## config.mk

```make
export PLATFORM = sky130hd
export DESIGN_NAME = mau_top
export DESIGN_NICKNAME = d
export VERILOG_FILES = /design/src/core/mau_pkg.sv /design/src/core/mau_xbus_if.sv /design/src/core/mau_ext_cycle.sv /design/src/core/mau_iram.sv /design/src/core/mau_top.sv
export SDC_FILE = /design/constraint.sdc
export NUM_CORES = 2
export LEC_CHECK = 0
export BUFFER_PORTS_ARGS = -buffer_cell sky130_fd_sc_hd__clkbuf_2
export CAP_MARGIN = 20
export CORE_MARGIN = 10
export CORE_UTILIZATION = 55
export CTS_CLUSTER_SIZE = 24
export DETAILED_ROUTE_END_ITERATION = 10
export PLACE_DENSITY = 0.71
export SYNTH_ARGS = -nofsm -noshare
export SYNTH_HDL_FRONTEND = slang
export SYNTH_SLANG_ARGS = --single-unit
```

## constraint.sdc

```tcl
create_clock -name clk -period 6.8 [get_ports clk]
set_input_delay 0.34 -clock clk [delete_from_list [all_inputs] [get_ports clk]]
set_output_delay 0.34 -clock clk [all_outputs]
set_load 0.03 [all_outputs]
```

## src/core/mau_pkg.sv

```systemverilog
package mau_pkg;
  // ****************************************
  // Program space
  // ****************************************
  localparam logic [15:0] PC_RESET = 16'h0000;
  localparam logic [15:0] VEC_BASE = 16'h0003;
  localparam int VEC_SHIFT = 3;
  // ****************************************
  // External data map
  // ****************************************
  localparam logic [15:0] GEN_LO = 16'h0000;
  localparam logic [15:0] GEN_HI = 16'h07FF;
  localparam logic [15:0] EDR_LO = 16'h1000;
  localparam logic [15:0] EDR_HI = 16'h13FF;
  localparam logic [15:0] PCR_LO = 16'h2000;
  localparam logic [15:0] PCR_HI = 16'h20FF;
  localparam logic [15:0] EPR_LO = 16'h3000;
  localparam logic [15:0] EPR_HI = 16'h3FFF;
  localparam int SEL_GEN = 0;
  localparam int SEL_EDR = 1;
  localparam int SEL_PCR = 2;
  localparam int SEL_EPR = 3;
  // ****************************************
  // External cycle timing
  // ****************************************
  localparam logic [2:0] STRETCH_RST = 3'h1;
  localparam logic [3:0] WR_SETUP = 4'h1;
  localparam logic [3:0] WR_EXTRA = 4'h1;
  // ****************************************
  // Special function area
  // ****************************************
  localparam logic [7:0] SFR_PTR0_LO = 8'h82;
  localparam logic [7:0] SFR_PTR0_HI = 8'h83;
  localparam logic [7:0] SFR_PTR1_LO = 8'h84;
  localparam logic [7:0] SFR_PTR1_HI = 8'h85;
  localparam logic [7:0] SFR_STRETCH = 8'h8E;
  localparam logic [7:0] SFR_PSEL = 8'h92;
  localparam logic [7:0] SFR_PAGE = 8'hBF;
  localparam logic [7:0] SFR_PSW = 8'hD0;
  localparam logic [7:0] PSW_RST = 8'h00;
  localparam logic [15:0] PTR_RST = 16'h0000;
  localparam int PSW_BANK_LSB = 3;
  localparam int AREA_BIT = 7;
  localparam logic [7:0] BIT_AREA_BASE = 8'h20;

  typedef enum logic {mau_idle, mau_active} mau_xstate_e;

  function automatic logic [3:0] mau_decode(input logic [15:0] a);
    logic [3:0] s;
    s = 4'h0;
    s[SEL_GEN] = a <= GEN_HI;
    s[SEL_EDR] = a >= EDR_LO && a <= EDR_HI;
    s[SEL_PCR] = a >= PCR_LO && a <= PCR_HI;
    s[SEL_EPR] = a >= EPR_LO && a <= EPR_HI;
    return s;
  endfunction
endpackage

```

## src/core/mau_xbus_if.sv

```systemverilog
`timescale 1ns/1ns
interface mau_xbus_if;
  logic start;
  logic write;
  logic [15:0] addr;
  logic [7:0] wdata;
  logic [2:0] stretch;
  logic en;
  logic [7:0] rdata;
  logic busy;
  logic done;
  logic [15:0] mem_addr;
  logic mem_rd;
  logic mem_wr;
  logic [7:0] mem_wdata;
  logic [7:0] mem_rdata;
  modport ctrl(output start, write, addr, wdata, stretch, en, mem_rdata,
               input rdata, busy, done, mem_addr, mem_rd, mem_wr, mem_wdata);
  modport seq(input start, write, addr, wdata, stretch, en, mem_rdata,
              output rdata, busy, done, mem_addr, mem_rd, mem_wr, mem_wdata);
endinterface

```

## src/core/mau_ext_cycle.sv

```systemverilog
`timescale 1ns/1ns
module mau_ext_cycle import mau_pkg::*; (
  // Clock and reset
  input wire logic clk,
  input wire logic reset,
  // Sequencer side of the external bus
  mau_xbus_if.seq bus
);
  mau_xstate_e state, next_state;
  logic [3:0] cnt, next_cnt, last, wr_len;
  logic [2:0] stretch_q, next_stretch;
  logic write_q, next_write, done_q, next_done;
  logic [15:0] addr_q, next_addr;
  logic [7:0] wdata_q, next_wdata, rdata_q, next_rdata;
  logic active, mapped, rd_int, wr_int;

  assign active = state == mau_active;
  assign last = write_q ? 4'(stretch_q) + WR_EXTRA : 4'(stretch_q);
  assign wr_len = (stretch_q < 3'h2) ? 4'h1 : 4'(stretch_q);
  assign mapped = |mau_decode(addr_q);
  assign rd_int = active && !write_q;
  assign wr_int = active && write_q && cnt >= WR_SETUP && cnt < WR_SETUP + wr_len;
  // Strobes stay low outside the map, so the cycle length never changes
  assign bus.mem_rd = rd_int && mapped;
  assign bus.mem_wr = wr_int && mapped;
  assign bus.mem_addr = active ? addr_q : 16'h0000;
  assign bus.mem_wdata = wdata_q;
  assign bus.busy = active;
  assign bus.done = done_q;
  assign bus.rdata = rdata_q;

  always_comb begin
    next_state = state;
    next_cnt = cnt;
    next_stretch = stretch_q;
    next_write = write_q;
    next_addr = addr_q;
    next_wdata = wdata_q;
    next_rdata = rdata_q;
    next_done = 1'b0;
    if (!active && bus.start) begin
      next_state = mau_active;
      next_cnt = 4'h0;
      next_stretch = bus.stretch;
      next_write = bus.write;
      next_addr = bus.addr;
      next_wdata = bus.wdata;
    end else if (active && bus.en) begin
      if (cnt == last) begin
        next_state = mau_idle;
        next_done = 1'b1;
        if (!write_q) begin
          next_rdata = mapped ? bus.mem_rdata : 8'h00;
        end
      end else begin
        next_cnt = cnt + 4'h1;
      end
    end
  end

  always_ff @(posedge clk) begin
    if (reset) begin
      state <= mau_idle;
      cnt <= 4'h0;
      stretch_q <= STRETCH_RST;
      write_q <= 1'b0;
      addr_q <= 16'h0000;
      wdata_q <= 8'h00;
      rdata_q <= 8'h00;
      done_q <= 1'b0;
    end else begin
      state <= next_state;
      cnt <= next_cnt;
      stretch_q <= next_stretch;
      write_q <= next_write;
      addr_q <= next_addr;
      wdata_q <= next_wdata;
      rdata_q <= next_rdata;
      done_q <= next_done;
    end
  end

  // ****************************************
  // Checks
  // ****************************************
  logic [3:0] a_ticks, s_ticks;
  always_ff @(posedge clk) begin
    if (reset || !active) begin
      a_ticks <= 4'h0;
      s_ticks <= 4'h0;
    end else if (bus.en) begin
      a_ticks <= a_ticks + 4'h1;
      s_ticks <= s_ticks + 4'((rd_int || wr_int) ? 1 : 0);
    end
  end

  a_read_width: assert property (@(posedge clk) disable iff (reset)
    $fell(active) && !write_q |-> a_ticks == 4'(stretch_q) + 4'h1 && s_ticks == a_ticks)
    else $error("read phase or strobe length wrong");
  a_write_addr_len: assert property (@(posedge clk) disable iff (reset)
    $fell(active) && write_q |-> a_ticks == 4'(stretch_q) + 4'h2)
    else $error("write address phase length wrong");
  a_write_strobe_len: assert property (@(posedge clk) disable iff (reset)
    $fell(active) && write_q |-> s_ticks == wr_len)
    else $error("write strobe length wrong");
  a_write_only_acc: assert property (@(posedge clk) disable iff (reset)
    bus.mem_wr |-> write_q && !bus.mem_rd)
    else $error("write strobe outside a write move");
  a_unmapped_quiet: assert property (@(posedge clk) disable iff (reset)
    bus.mem_rd || bus.mem_wr |-> bus.mem_addr <= GEN_HI || (bus.mem_addr >= EDR_LO && bus.mem_addr <= EDR_HI)
      || (bus.mem_addr >= PCR_LO && bus.mem_addr <= PCR_HI) || (bus.mem_addr >= EPR_LO && bus.mem_addr <= EPR_HI))
    else $error("strobe on unpopulated address");
  c_read_slow: cover property (@(posedge clk) $fell(active) && !write_q && stretch_q == 3'h7);
  c_write_fast: cover property (@(posedge clk) $fell(active) && write_q && stretch_q == 3'h0);
endmodule

```

## src/core/mau_iram.sv

```systemverilog
`timescale 1ns/1ns
module mau_iram import mau_pkg::*; (
  // Clock and reset
  input wire logic clk,
  input wire logic reset,
  input wire logic en,
  // Byte port
  input wire logic req,
  input wire logic wr,
  input wire logic [7:0] addr,
  input wire logic [7:0] wdata,
  output logic [7:0] rdata,
  // Bit port
  input wire logic bit_req,
  input wire logic bit_wr,
  input wire logic [6:0] bit_addr,
  input wire logic bit_wdata,
  output logic bit_rdata,
  // Working register peek for paged moves
  input wire logic [7:0] ri_addr,
  output logic [7:0] ri_data
);
  logic [7:0] mem [0:255];
  logic [7:0] next_rdata, bit_byte, byte_val;
  logic next_bit;

  assign bit_byte = BIT_AREA_BASE | {4'h0, bit_addr[6:3]};
  assign byte_val = mem[bit_byte];
  assign ri_data = mem[ri_addr];

  always_comb begin
    next_rdata = rdata;
    next_bit = bit_rdata;
    if (en && req && !wr) begin
      next_rdata = mem[addr];
    end
    if (en && bit_req) begin
      next_bit = byte_val[bit_addr[2:0]];
    end
  end

  // Byte write wins over a bit write in the same cycle
  always_ff @(posedge clk) begin
    if (en && req && wr) begin
      mem[addr] <= wdata;
    end else if (en && bit_req && bit_wr) begin
      mem[bit_byte][bit_addr[2:0]] <= bit_wdata;
    end
  end

  always_ff @(posedge clk) begin
    if (reset) begin
      rdata <= 8'h00;
      bit_rdata <= 1'b0;
    end else begin
      rdata <= next_rdata;
      bit_rdata <= next_bit;
    end
  end
endmodule

```

## src/core/mau_top.sv

```systemverilog
`timescale 1ns/1ns
module mau_top import mau_pkg::*; (
  // Clock and reset
  input wire logic clk,
  input wire logic reset,
  // Clock rate
  input wire logic [2:0] cpu_clock_divider,
  output logic mpu_clk_en,
  // Program fetch
  input wire logic fetch_advance,
  input wire logic jump_req,
  input wire logic [15:0] jump_target,
  input wire logic intr_enter,
  input wire logic [2:0] intr_source,
  input wire logic cmove_req,
  input wire logic [15:0] cmove_addr,
  input wire logic [7:0] code_rdata,
  output logic [15:0] code_addr,
  output logic [15:0] program_counter,
  output logic [7:0] instr_byte,
  output logic [7:0] cmove_data,
  // Internal data
  input wire logic idata_req,
  input wire logic idata_wr,
  input wire logic idata_direct,
  input wire logic idata_wreg,
  input wire logic [7:0] idata_addr,
  input wire logic [7:0] idata_wdata,
  output logic [7:0] idata_rdata,
  input wire logic bit_req,
  input wire logic bit_wr,
  input wire logic [6:0] bit_addr,
  input wire logic bit_wdata,
  output logic bit_rdata,
  // Data pointer
  input wire logic ptr_inc,
  input wire logic ptr_load,
  input wire logic [15:0] ptr_load_value,
  output logic [15:0] data_pointer,
  // External move
  input wire logic xmov_req,
  input wire logic xmov_acc_src,
  input wire logic xmov_use_ptr,
  input wire logic xmov_ri_sel,
  input wire logic [7:0] acc_value,
  output logic xmov_busy,
  output logic xmov_done,
  output logic [7:0] xmov_rdata,
  // External memory bus
  output logic [15:0] mem_addr,
  output logic mem_rd,
  output logic mem_wr,
  output logic [7:0] mem_wdata,
  input wire logic [7:0] mem_rdata,
  output logic [3:0] mem_sel
);
  // ****************************************
  // State
  // ****************************************
  logic [2:0] div_cnt, next_div_cnt;
  logic [15:0] pc, next_pc, ptr0, next_ptr0, ptr1, next_ptr1, ptr_new;
  logic [7:0] next_instr, next_cmove, page, next_page, program_status_word, next_psw;
  logic [2:0] stretch, next_stretch;
  logic psel, next_psel, sfr_sel, next_sfr_sel;
  logic [7:0] sfr_rdata, next_sfr_rdata, sfr_read, iram_rdata, iram_addr;
  logic [7:0] ri_addr, ri_data;
  logic [1:0] bank;
  logic mpu_en, sfr_access, sfr_wr, iram_req;
  mau_xbus_if xbus();

  // ****************************************
  // Clock divider
  // ****************************************
  // Period is divider plus one; the count is compared with the live field, so a new value applies within the current period
  assign mpu_en = div_cnt == 3'h0;
  assign mpu_clk_en = mpu_en;
  always_comb begin
    next_div_cnt = (div_cnt >= cpu_clock_divider) ? 3'h0 : div_cnt + 3'h1;
  end

  // ****************************************
  // Address resolution
  // ****************************************
  assign bank = program_status_word[PSW_BANK_LSB +: 2];
  assign sfr_access = idata_req && idata_direct && !idata_wreg && idata_addr[AREA_BIT];
  assign sfr_wr = mpu_en && sfr_access && idata_wr;
  assign iram_req = idata_req && !sfr_access;
  assign iram_addr = idata_wreg ? {3'h0, bank, idata_addr[2:0]} : idata_addr;
  assign ri_addr = {3'h0, bank, 2'h0, xmov_ri_sel};
  assign data_pointer = psel ? ptr1 : ptr0;
  assign ptr_new = ptr_load ? ptr_load_value : data_pointer + 16'h0001;
  assign code_addr = cmove_req ? cmove_addr : pc;
  assign program_counter = pc;
  assign idata_rdata = sfr_sel ? sfr_rdata : iram_rdata;

  always_comb begin
    sfr_read = 8'h00;
    case (idata_addr)
      SFR_PTR0_LO: sfr_read = ptr0[7:0];
      SFR_PTR0_HI: sfr_read = ptr0[15:8];
      SFR_PTR1_LO: sfr_read = ptr1[7:0];
      SFR_PTR1_HI: sfr_read = ptr1[15:8];
      SFR_STRETCH: sfr_read = {5'h00, stretch};
      SFR_PSEL: sfr_read = {7'h00, psel};
      SFR_PAGE: sfr_read = page;
      SFR_PSW: sfr_read = program_status_word;
      default: sfr_read = 8'h00;
    endcase
  end

  // ****************************************
  // Next state
  // ****************************************
  always_comb begin
    next_pc = pc;
    next_instr = instr_byte;
    next_cmove = cmove_data;
    next_stretch = stretch;
    next_psel = psel;
    next_ptr0 = ptr0;
    next_ptr1 = ptr1;
    next_page = page;
    next_psw = program_status_word;
    next_sfr_sel = sfr_sel;
    next_sfr_rdata = sfr_rdata;
    if (mpu_en) begin
      if (cmove_req) begin
        next_cmove = code_rdata;
      end
      if (intr_enter) begin
        next_pc = VEC_BASE + (16'(intr_source) << VEC_SHIFT);
      end else if (jump_req) begin
        next_pc = jump_target;
      end else if (fetch_advance && !cmove_req) begin
        next_instr = code_rdata;
        next_pc = pc + 16'h0001;
      end
      if (ptr_load || ptr_inc) begin
        if (psel) begin
          next_ptr1 = ptr_new;
        end else begin
          next_ptr0 = ptr_new;
        end
      end
      if (idata_req) begin
        next_sfr_sel = sfr_access;
        if (sfr_access && !idata_wr) begin
          next_sfr_rdata = sfr_read;
        end
      end
      // A direct byte write lands after a pointer step in the same cycle
      if (sfr_wr) begin
        case (idata_addr)
          SFR_PTR0_LO: next_ptr0[7:0] = idata_wdata;
          SFR_PTR0_HI: next_ptr0[15:8] = idata_wdata;
          SFR_PTR1_LO: next_ptr1[7:0] = idata_wdata;
          SFR_PTR1_HI: next_ptr1[15:8] = idata_wdata;
          SFR_STRETCH: next_stretch = idata_wdata[2:0];
          SFR_PSEL: next_psel = idata_wdata[0];
          SFR_PAGE: next_page = idata_wdata;
          SFR_PSW: next_psw = idata_wdata;
          default: ;
        endcase
      end
    end
  end

  always_ff @(posedge clk) begin
    if (reset) begin
      div_cnt <= 3'h0;
      pc <= PC_RESET;
      instr_byte <= 8'h00;
      cmove_data <= 8'h00;
      stretch <= STRETCH_RST;
      psel <= 1'b0;
      ptr0 <= PTR_RST;
      ptr1 <= PTR_RST;
      page <= 8'h00;
      program_status_word <= PSW_RST;
      sfr_sel <= 1'b0;
      sfr_rdata <= 8'h00;
    end else begin
      div_cnt <= next_div_cnt;
      pc <= next_pc;
      instr_byte <= next_instr;
      cmove_data <= next_cmove;
      stretch <= next_stretch;
      psel <= next_psel;
      ptr0 <= next_ptr0;
      ptr1 <= next_ptr1;
      page <= next_page;
      program_status_word <= next_psw;
      sfr_sel <= next_sfr_sel;
      sfr_rdata <= next_sfr_rdata;
    end
  end

  // ****************************************
  // Internal memory and external cycles
  // ****************************************
  mau_iram u_iram (
    .clk(clk),
    .reset(reset),
    .en(mpu_en),
    .req(iram_req),
    .wr(idata_wr),
    .addr(iram_addr),
    .wdata(idata_wdata),
    .rdata(iram_rdata),
    .bit_req(bit_req),
    .bit_wr(bit_wr),
    .bit_addr(bit_addr),
    .bit_wdata(bit_wdata),
    .bit_rdata(bit_rdata),
    .ri_addr(ri_addr),
    .ri_data(ri_data)
  );

  // Requests during a busy cycle are dropped; the core waits for done
  assign xbus.start = mpu_en && xmov_req && !xbus.busy;
  assign xbus.write = xmov_acc_src;
  assign xbus.addr = xmov_use_ptr ? data_pointer : {page, ri_data};
  assign xbus.wdata = acc_value;
  assign xbus.stretch = stretch;
  assign xbus.en = mpu_en;
  assign xbus.mem_rdata = mem_rdata;

  mau_ext_cycle u_ext (
    .clk(clk),
    .reset(reset),
    .bus(xbus.seq)
  );

  assign xmov_busy = xbus.busy;
  assign xmov_done = xbus.done;
  assign xmov_rdata = xbus.rdata;
  assign mem_addr = xbus.mem_addr;
  assign mem_rd = xbus.mem_rd;
  assign mem_wr = xbus.mem_wr;
  assign mem_wdata = xbus.mem_wdata;
  assign mem_sel = xbus.busy ? mau_decode(xbus.mem_addr) : 4'h0;

  // ****************************************
  // Checks
  // ****************************************
  a_reset_fetch: assert property (@(posedge clk) disable iff (reset)
    $past(reset) |-> pc == PC_RESET && (code_addr == PC_RESET || cmove_req))
    else $error("fetch does not start at zero");
  a_vector_place: assert property (@(posedge clk) disable iff (reset)
    mpu_en && intr_enter |=> pc == VEC_BASE + (16'($past(intr_source)) << VEC_SHIFT))
    else $error("interrupt entry misplaced");
  a_stretch_reset: assert property (@(posedge clk) disable iff (reset)
    $past(reset) |-> stretch == STRETCH_RST)
    else $error("stretch not one after reset");
  a_ptr_load_sel: assert property (@(posedge clk) disable iff (reset)
    mpu_en && ptr_load && !sfr_wr && !$changed(psel) |=> data_pointer == $past(ptr_load_value))
    else $error("selected pointer not loaded");
  a_other_ptr_kept: assert property (@(posedge clk) disable iff (reset)
    mpu_en && (ptr_inc || ptr_load) && !sfr_wr |=> (psel ? ptr0 : ptr1) == $past(psel ? ptr0 : ptr1))
    else $error("unselected pointer changed");
  a_page_addr: assert property (@(posedge clk) disable iff (reset)
    xbus.start && !xmov_use_ptr |=> mem_addr == {$past(page), $past(ri_data)})
    else $error("paged address wrong");
  a_ptr_addr: assert property (@(posedge clk) disable iff (reset)
    xbus.start && xmov_use_ptr |=> mem_addr == $past(data_pointer))
    else $error("pointer address wrong");
  a_decode_range: assert property (@(posedge clk) disable iff (reset)
    mem_sel[SEL_EPR] |-> mem_addr >= EPR_LO && mem_addr <= EPR_HI && $onehot(mem_sel))
    else $error("engine program select out of range");
  a_bank_regs: assert property (@(posedge clk) disable iff (reset)
    idata_req && idata_wreg |-> iram_addr[7:5] == 3'h0 && iram_addr[4:3] == bank)
    else $error("working register outside active bank");
  c_intr_entry: cover property (@(posedge clk) mpu_en && intr_enter && intr_source == 3'h5);
  c_ptr_swap: cover property (@(posedge clk) sfr_wr && idata_addr == SFR_PSEL);
  c_paged_read: cover property (@(posedge clk) xbus.start && !xmov_use_ptr && !xmov_acc_src);
endmodule

```

==> flow_metrics.env <==
export IMPL_critPathArrivalTime_ns=5.04
export IMPL_p_leak_nw=33.8
export IMPL_synth_flop_cell="edfxtp_1"
export IMPL_worstMarginPinSlew_ns=1.21
export IMPL_endpoint="u_iram.mem[152][7]"
export IMPL_drv_slew=0
export IMPL_clock_latency_ns=0.88
export IMPL_ir_drop_v=0.000248
export IMPL_cts_buffer_depth=3
export IMPL_ctsHoldBuffers=79
export IMPL_cts_buffers=214
export IMPL_vias=64118
export IMPL_synth_largest_type_area_fraction=0.625
export IMPL_finClkSkew_ns=0.0478
export IMPL_worstSetupPathType="reg2reg"
export IMPL_pre_cts_slack_ns=2.22
export IMPL_fin_crit_ns=4.47
export IMPL_post_dp_hpwl_mm=166
export IMPL_cts_tree="done"
export IMPL_synth_seq_cells=2195
export IMPL_detail_route_antenna_nets=0
export IMPL_hold_ws_ns=0.0672
export IMPL_die_area_mm2=0.196
export IMPL_hold_viol=0
export IMPL_die_x_um=443
export IMPL_tns_ns=0
export IMPL_cts_htree_levels=4
export IMPL_worstReg2RegStart="div_cnt[0]"
export IMPL_drc=0
export IMPL_fin_cells=9704
export IMPL_period_share=0.657
export IMPL_dp_cells=9220
export IMPL_hold_depth=6
export IMPL_rrSetupSlack_ns=2.33
export IMPL_coreArea_mm2=0.178
export IMPL_crit_start="div_cnt[0]"
export IMPL_fin_util=0.611
export IMPL_required_ns=7.37
export IMPL_worst_setup_path_end_kind="flip-flop"
export IMPL_hp_class="in2reg"
export IMPL_postSynthAreaPerCell_um2=13.8
export IMPL_cts_sinks=2195
export IMPL_via_per_inst=6.61
export IMPL_cts_resized_gates=0
export IMPL_setup_viol=0
export IMPL_layout_common_cells="2211 x nor2_1, 2048 x edfxtp_1, 588 x mux4_2"
export IMPL_cap_viol_max_count=0
export IMPL_synth_edff_count=2048
export IMPL_r2r_end="u_iram.mem[152][7]"
export IMPL_nets=7306
export IMPL_synth_area_mm2=0.0984
export IMPL_syn_nets=7279
export IMPL_grt_usage=0.286
export IMPL_grt_ovfl_total=0
export IMPL_post_cts_buffers=0
export IMPL_async_flop_share=0
export IMPL_maxSlewHeadroom=0.192
export IMPL_rsz0062_at_grt="no"
export IMPL_cts_root_buf="clkbuf_16"
export IMPL_synth_cell_types=96
export IMPL_crit_path_start_kind="flip-flop"
export IMPL_dr_pass1_iters=9
export IMPL_r2r_cells=8
export IMPL_grt_antenna_before_repair=11
export IMPL_yosys_warnings=0
export IMPL_layout_drive_gt1_share=0.192
export IMPL_place_congestion=0.902
export IMPL_worst_slack_ns=2.33
export IMPL_numPortBuffers=233
export IMPL_drt_iter0_drc=9903
export IMPL_chipHeight_um=443
export IMPL_grt_pass1_wl_mm=420
export IMPL_ys_top_cells_by_area="edfxtp_1 62%, mux4_2 13%, nor2_1 8.4%"
export IMPL_area_growth_pct=10.7
export IMPL_start_util=0.552
export IMPL_num_io_pins=234
export IMPL_num_fill_cells=13149
export IMPL_final_common_cell="nor2_1"
export IMPL_synth_yosys_seq_area_share=0.655
export IMPL_netlist_instances=7144
export IMPL_synth_top_area_cell="edfxtp_1"
export IMPL_status="finished clean"
export IMPL_drt_wl_total_mm=287
export IMPL_wire_per_inst_um=29.6
export IMPL_grt_max_degree=193
export IMPL_p_per_area_mw_per_mm2=273
export IMPL_fmax_mhz=224
export IMPL_crit_path_max_fanout=59
export IMPL_clk_pin_slew_worst_paths_ns=0.06
export IMPL_rows=155
export IMPL_grt_pass1_vias=62732
## kinds of logic after synthesis
family	synth area share
buffers and inverters	0.0337
AND/OR/NAND/NOR	0.122
multiplexers	0.149
adder cells (fa/ha/maj)	0.00191
flip-flops	0.655
AO/OA/AOI/OAI	0.0363
XOR/XNOR	0.00238
## worst min-delay path by stage
| stage | start | to |
|---|---|---|
| final | cpu_clock_divider[1] | div_cnt[0] |
| after global routing | ptr_load_value[5] | ptr1[5] |
| after CTS | ptr_load_value[5] | ptr1[5] |
| after detailed placement | div_cnt[0] | div_cnt[0] |
| after global placement | u_ext.bus.mem_wdata[1] | u_ext.bus.mem_wdata[1] |
| after floorplan | div_cnt[0] | div_cnt[0] |
## state kept, by name, indices dropped and copies added, names as in the netlist, 4 cells and up
name,count
cmove_data,8
instr_byte,8
page,8
program_counter,16
program_status_word,8
ptr0,16
ptr1,16
sfr_rdata,8
u_ext.addr_q,16
u_ext.bus.mem_wdata,8
u_ext.bus.rdata,8
u_ext.cnt,4
u_iram.mem,2048
u_iram.rdata,8
## stage by stage
| stage | instance area [um^2] | power, W |
|---|---|---|
| after CTS | 109000 | 0.0297 |
| after detailed placement | 101000 | 0.0182 |
| after global routing | 109000 | 0.0304 |
| final | 109000 | 0.0297 |
| after global placement | 101000 | 0.0182 |
| after floorplan | 98400 | 0.0172 |
## worst max-delay path, cell delays in order (launching register included)
cell      delay [ns]
dfxtp_1         0.32
inv_1           0.08
ha_1            0.20
nand4b_1        0.42
o21bai_4        0.46
o31ai_4         0.77
nand2_4         0.87
buf_4           0.64
nor2_1          0.25
## layout make-up
type                       instances  area [um^2]  area share
clock buffer                     273         5680      0.0521
clock inverter                   118         1140      0.0104
sequential                      2195        64400       0.591
antenna                            3         7.51   0.0000689
tap                             2355         2950      0.0270
inverter                          34          130     0.00119
timing repair buffer             468         3550      0.0326
multi-input combinational       4258        31100       0.285
## where the power goes
group          switching, W  total (W)  internal [W]
Clock               0.00519     0.0116       0.00645
Combinational       0.00211    0.00290      0.000791
Sequential        0.0000925     0.0152        0.0151
## cell usage after synthesis, types with 18 or more instances
library cell	count
mux2i_1	97
nor3_1	35
buf_2	246
o22ai_1	50
inv_1	33
a211oi_1	34
nand2b_1	29
and2_1	30
a22oi_1	39
a31oi_1	29
dfxtp_1	147
buf_1	54
clkbuf_1	279
o211ai_1	24
buf_4	49
o21ai_0	81
mux2_2	36
nor2b_1	18
nand3_1	116
mux4_2	588
nor2_1	2211
nand2_1	418
edfxtp_1	2048
xnor2_1	19
buf_6	26
a21oi_1	125
## per-layer routing
layer,up-vias,global-route usage,share of wire
met4,10,0.122,0.048
met5,-,0,0.00024
met2,4276,0.449,0.47
met1,32730,0.378,0.36
li1,26319,-,-
met3,783,0.0766,0.13
No activity file was read; power rests on OpenSTA's default activity.
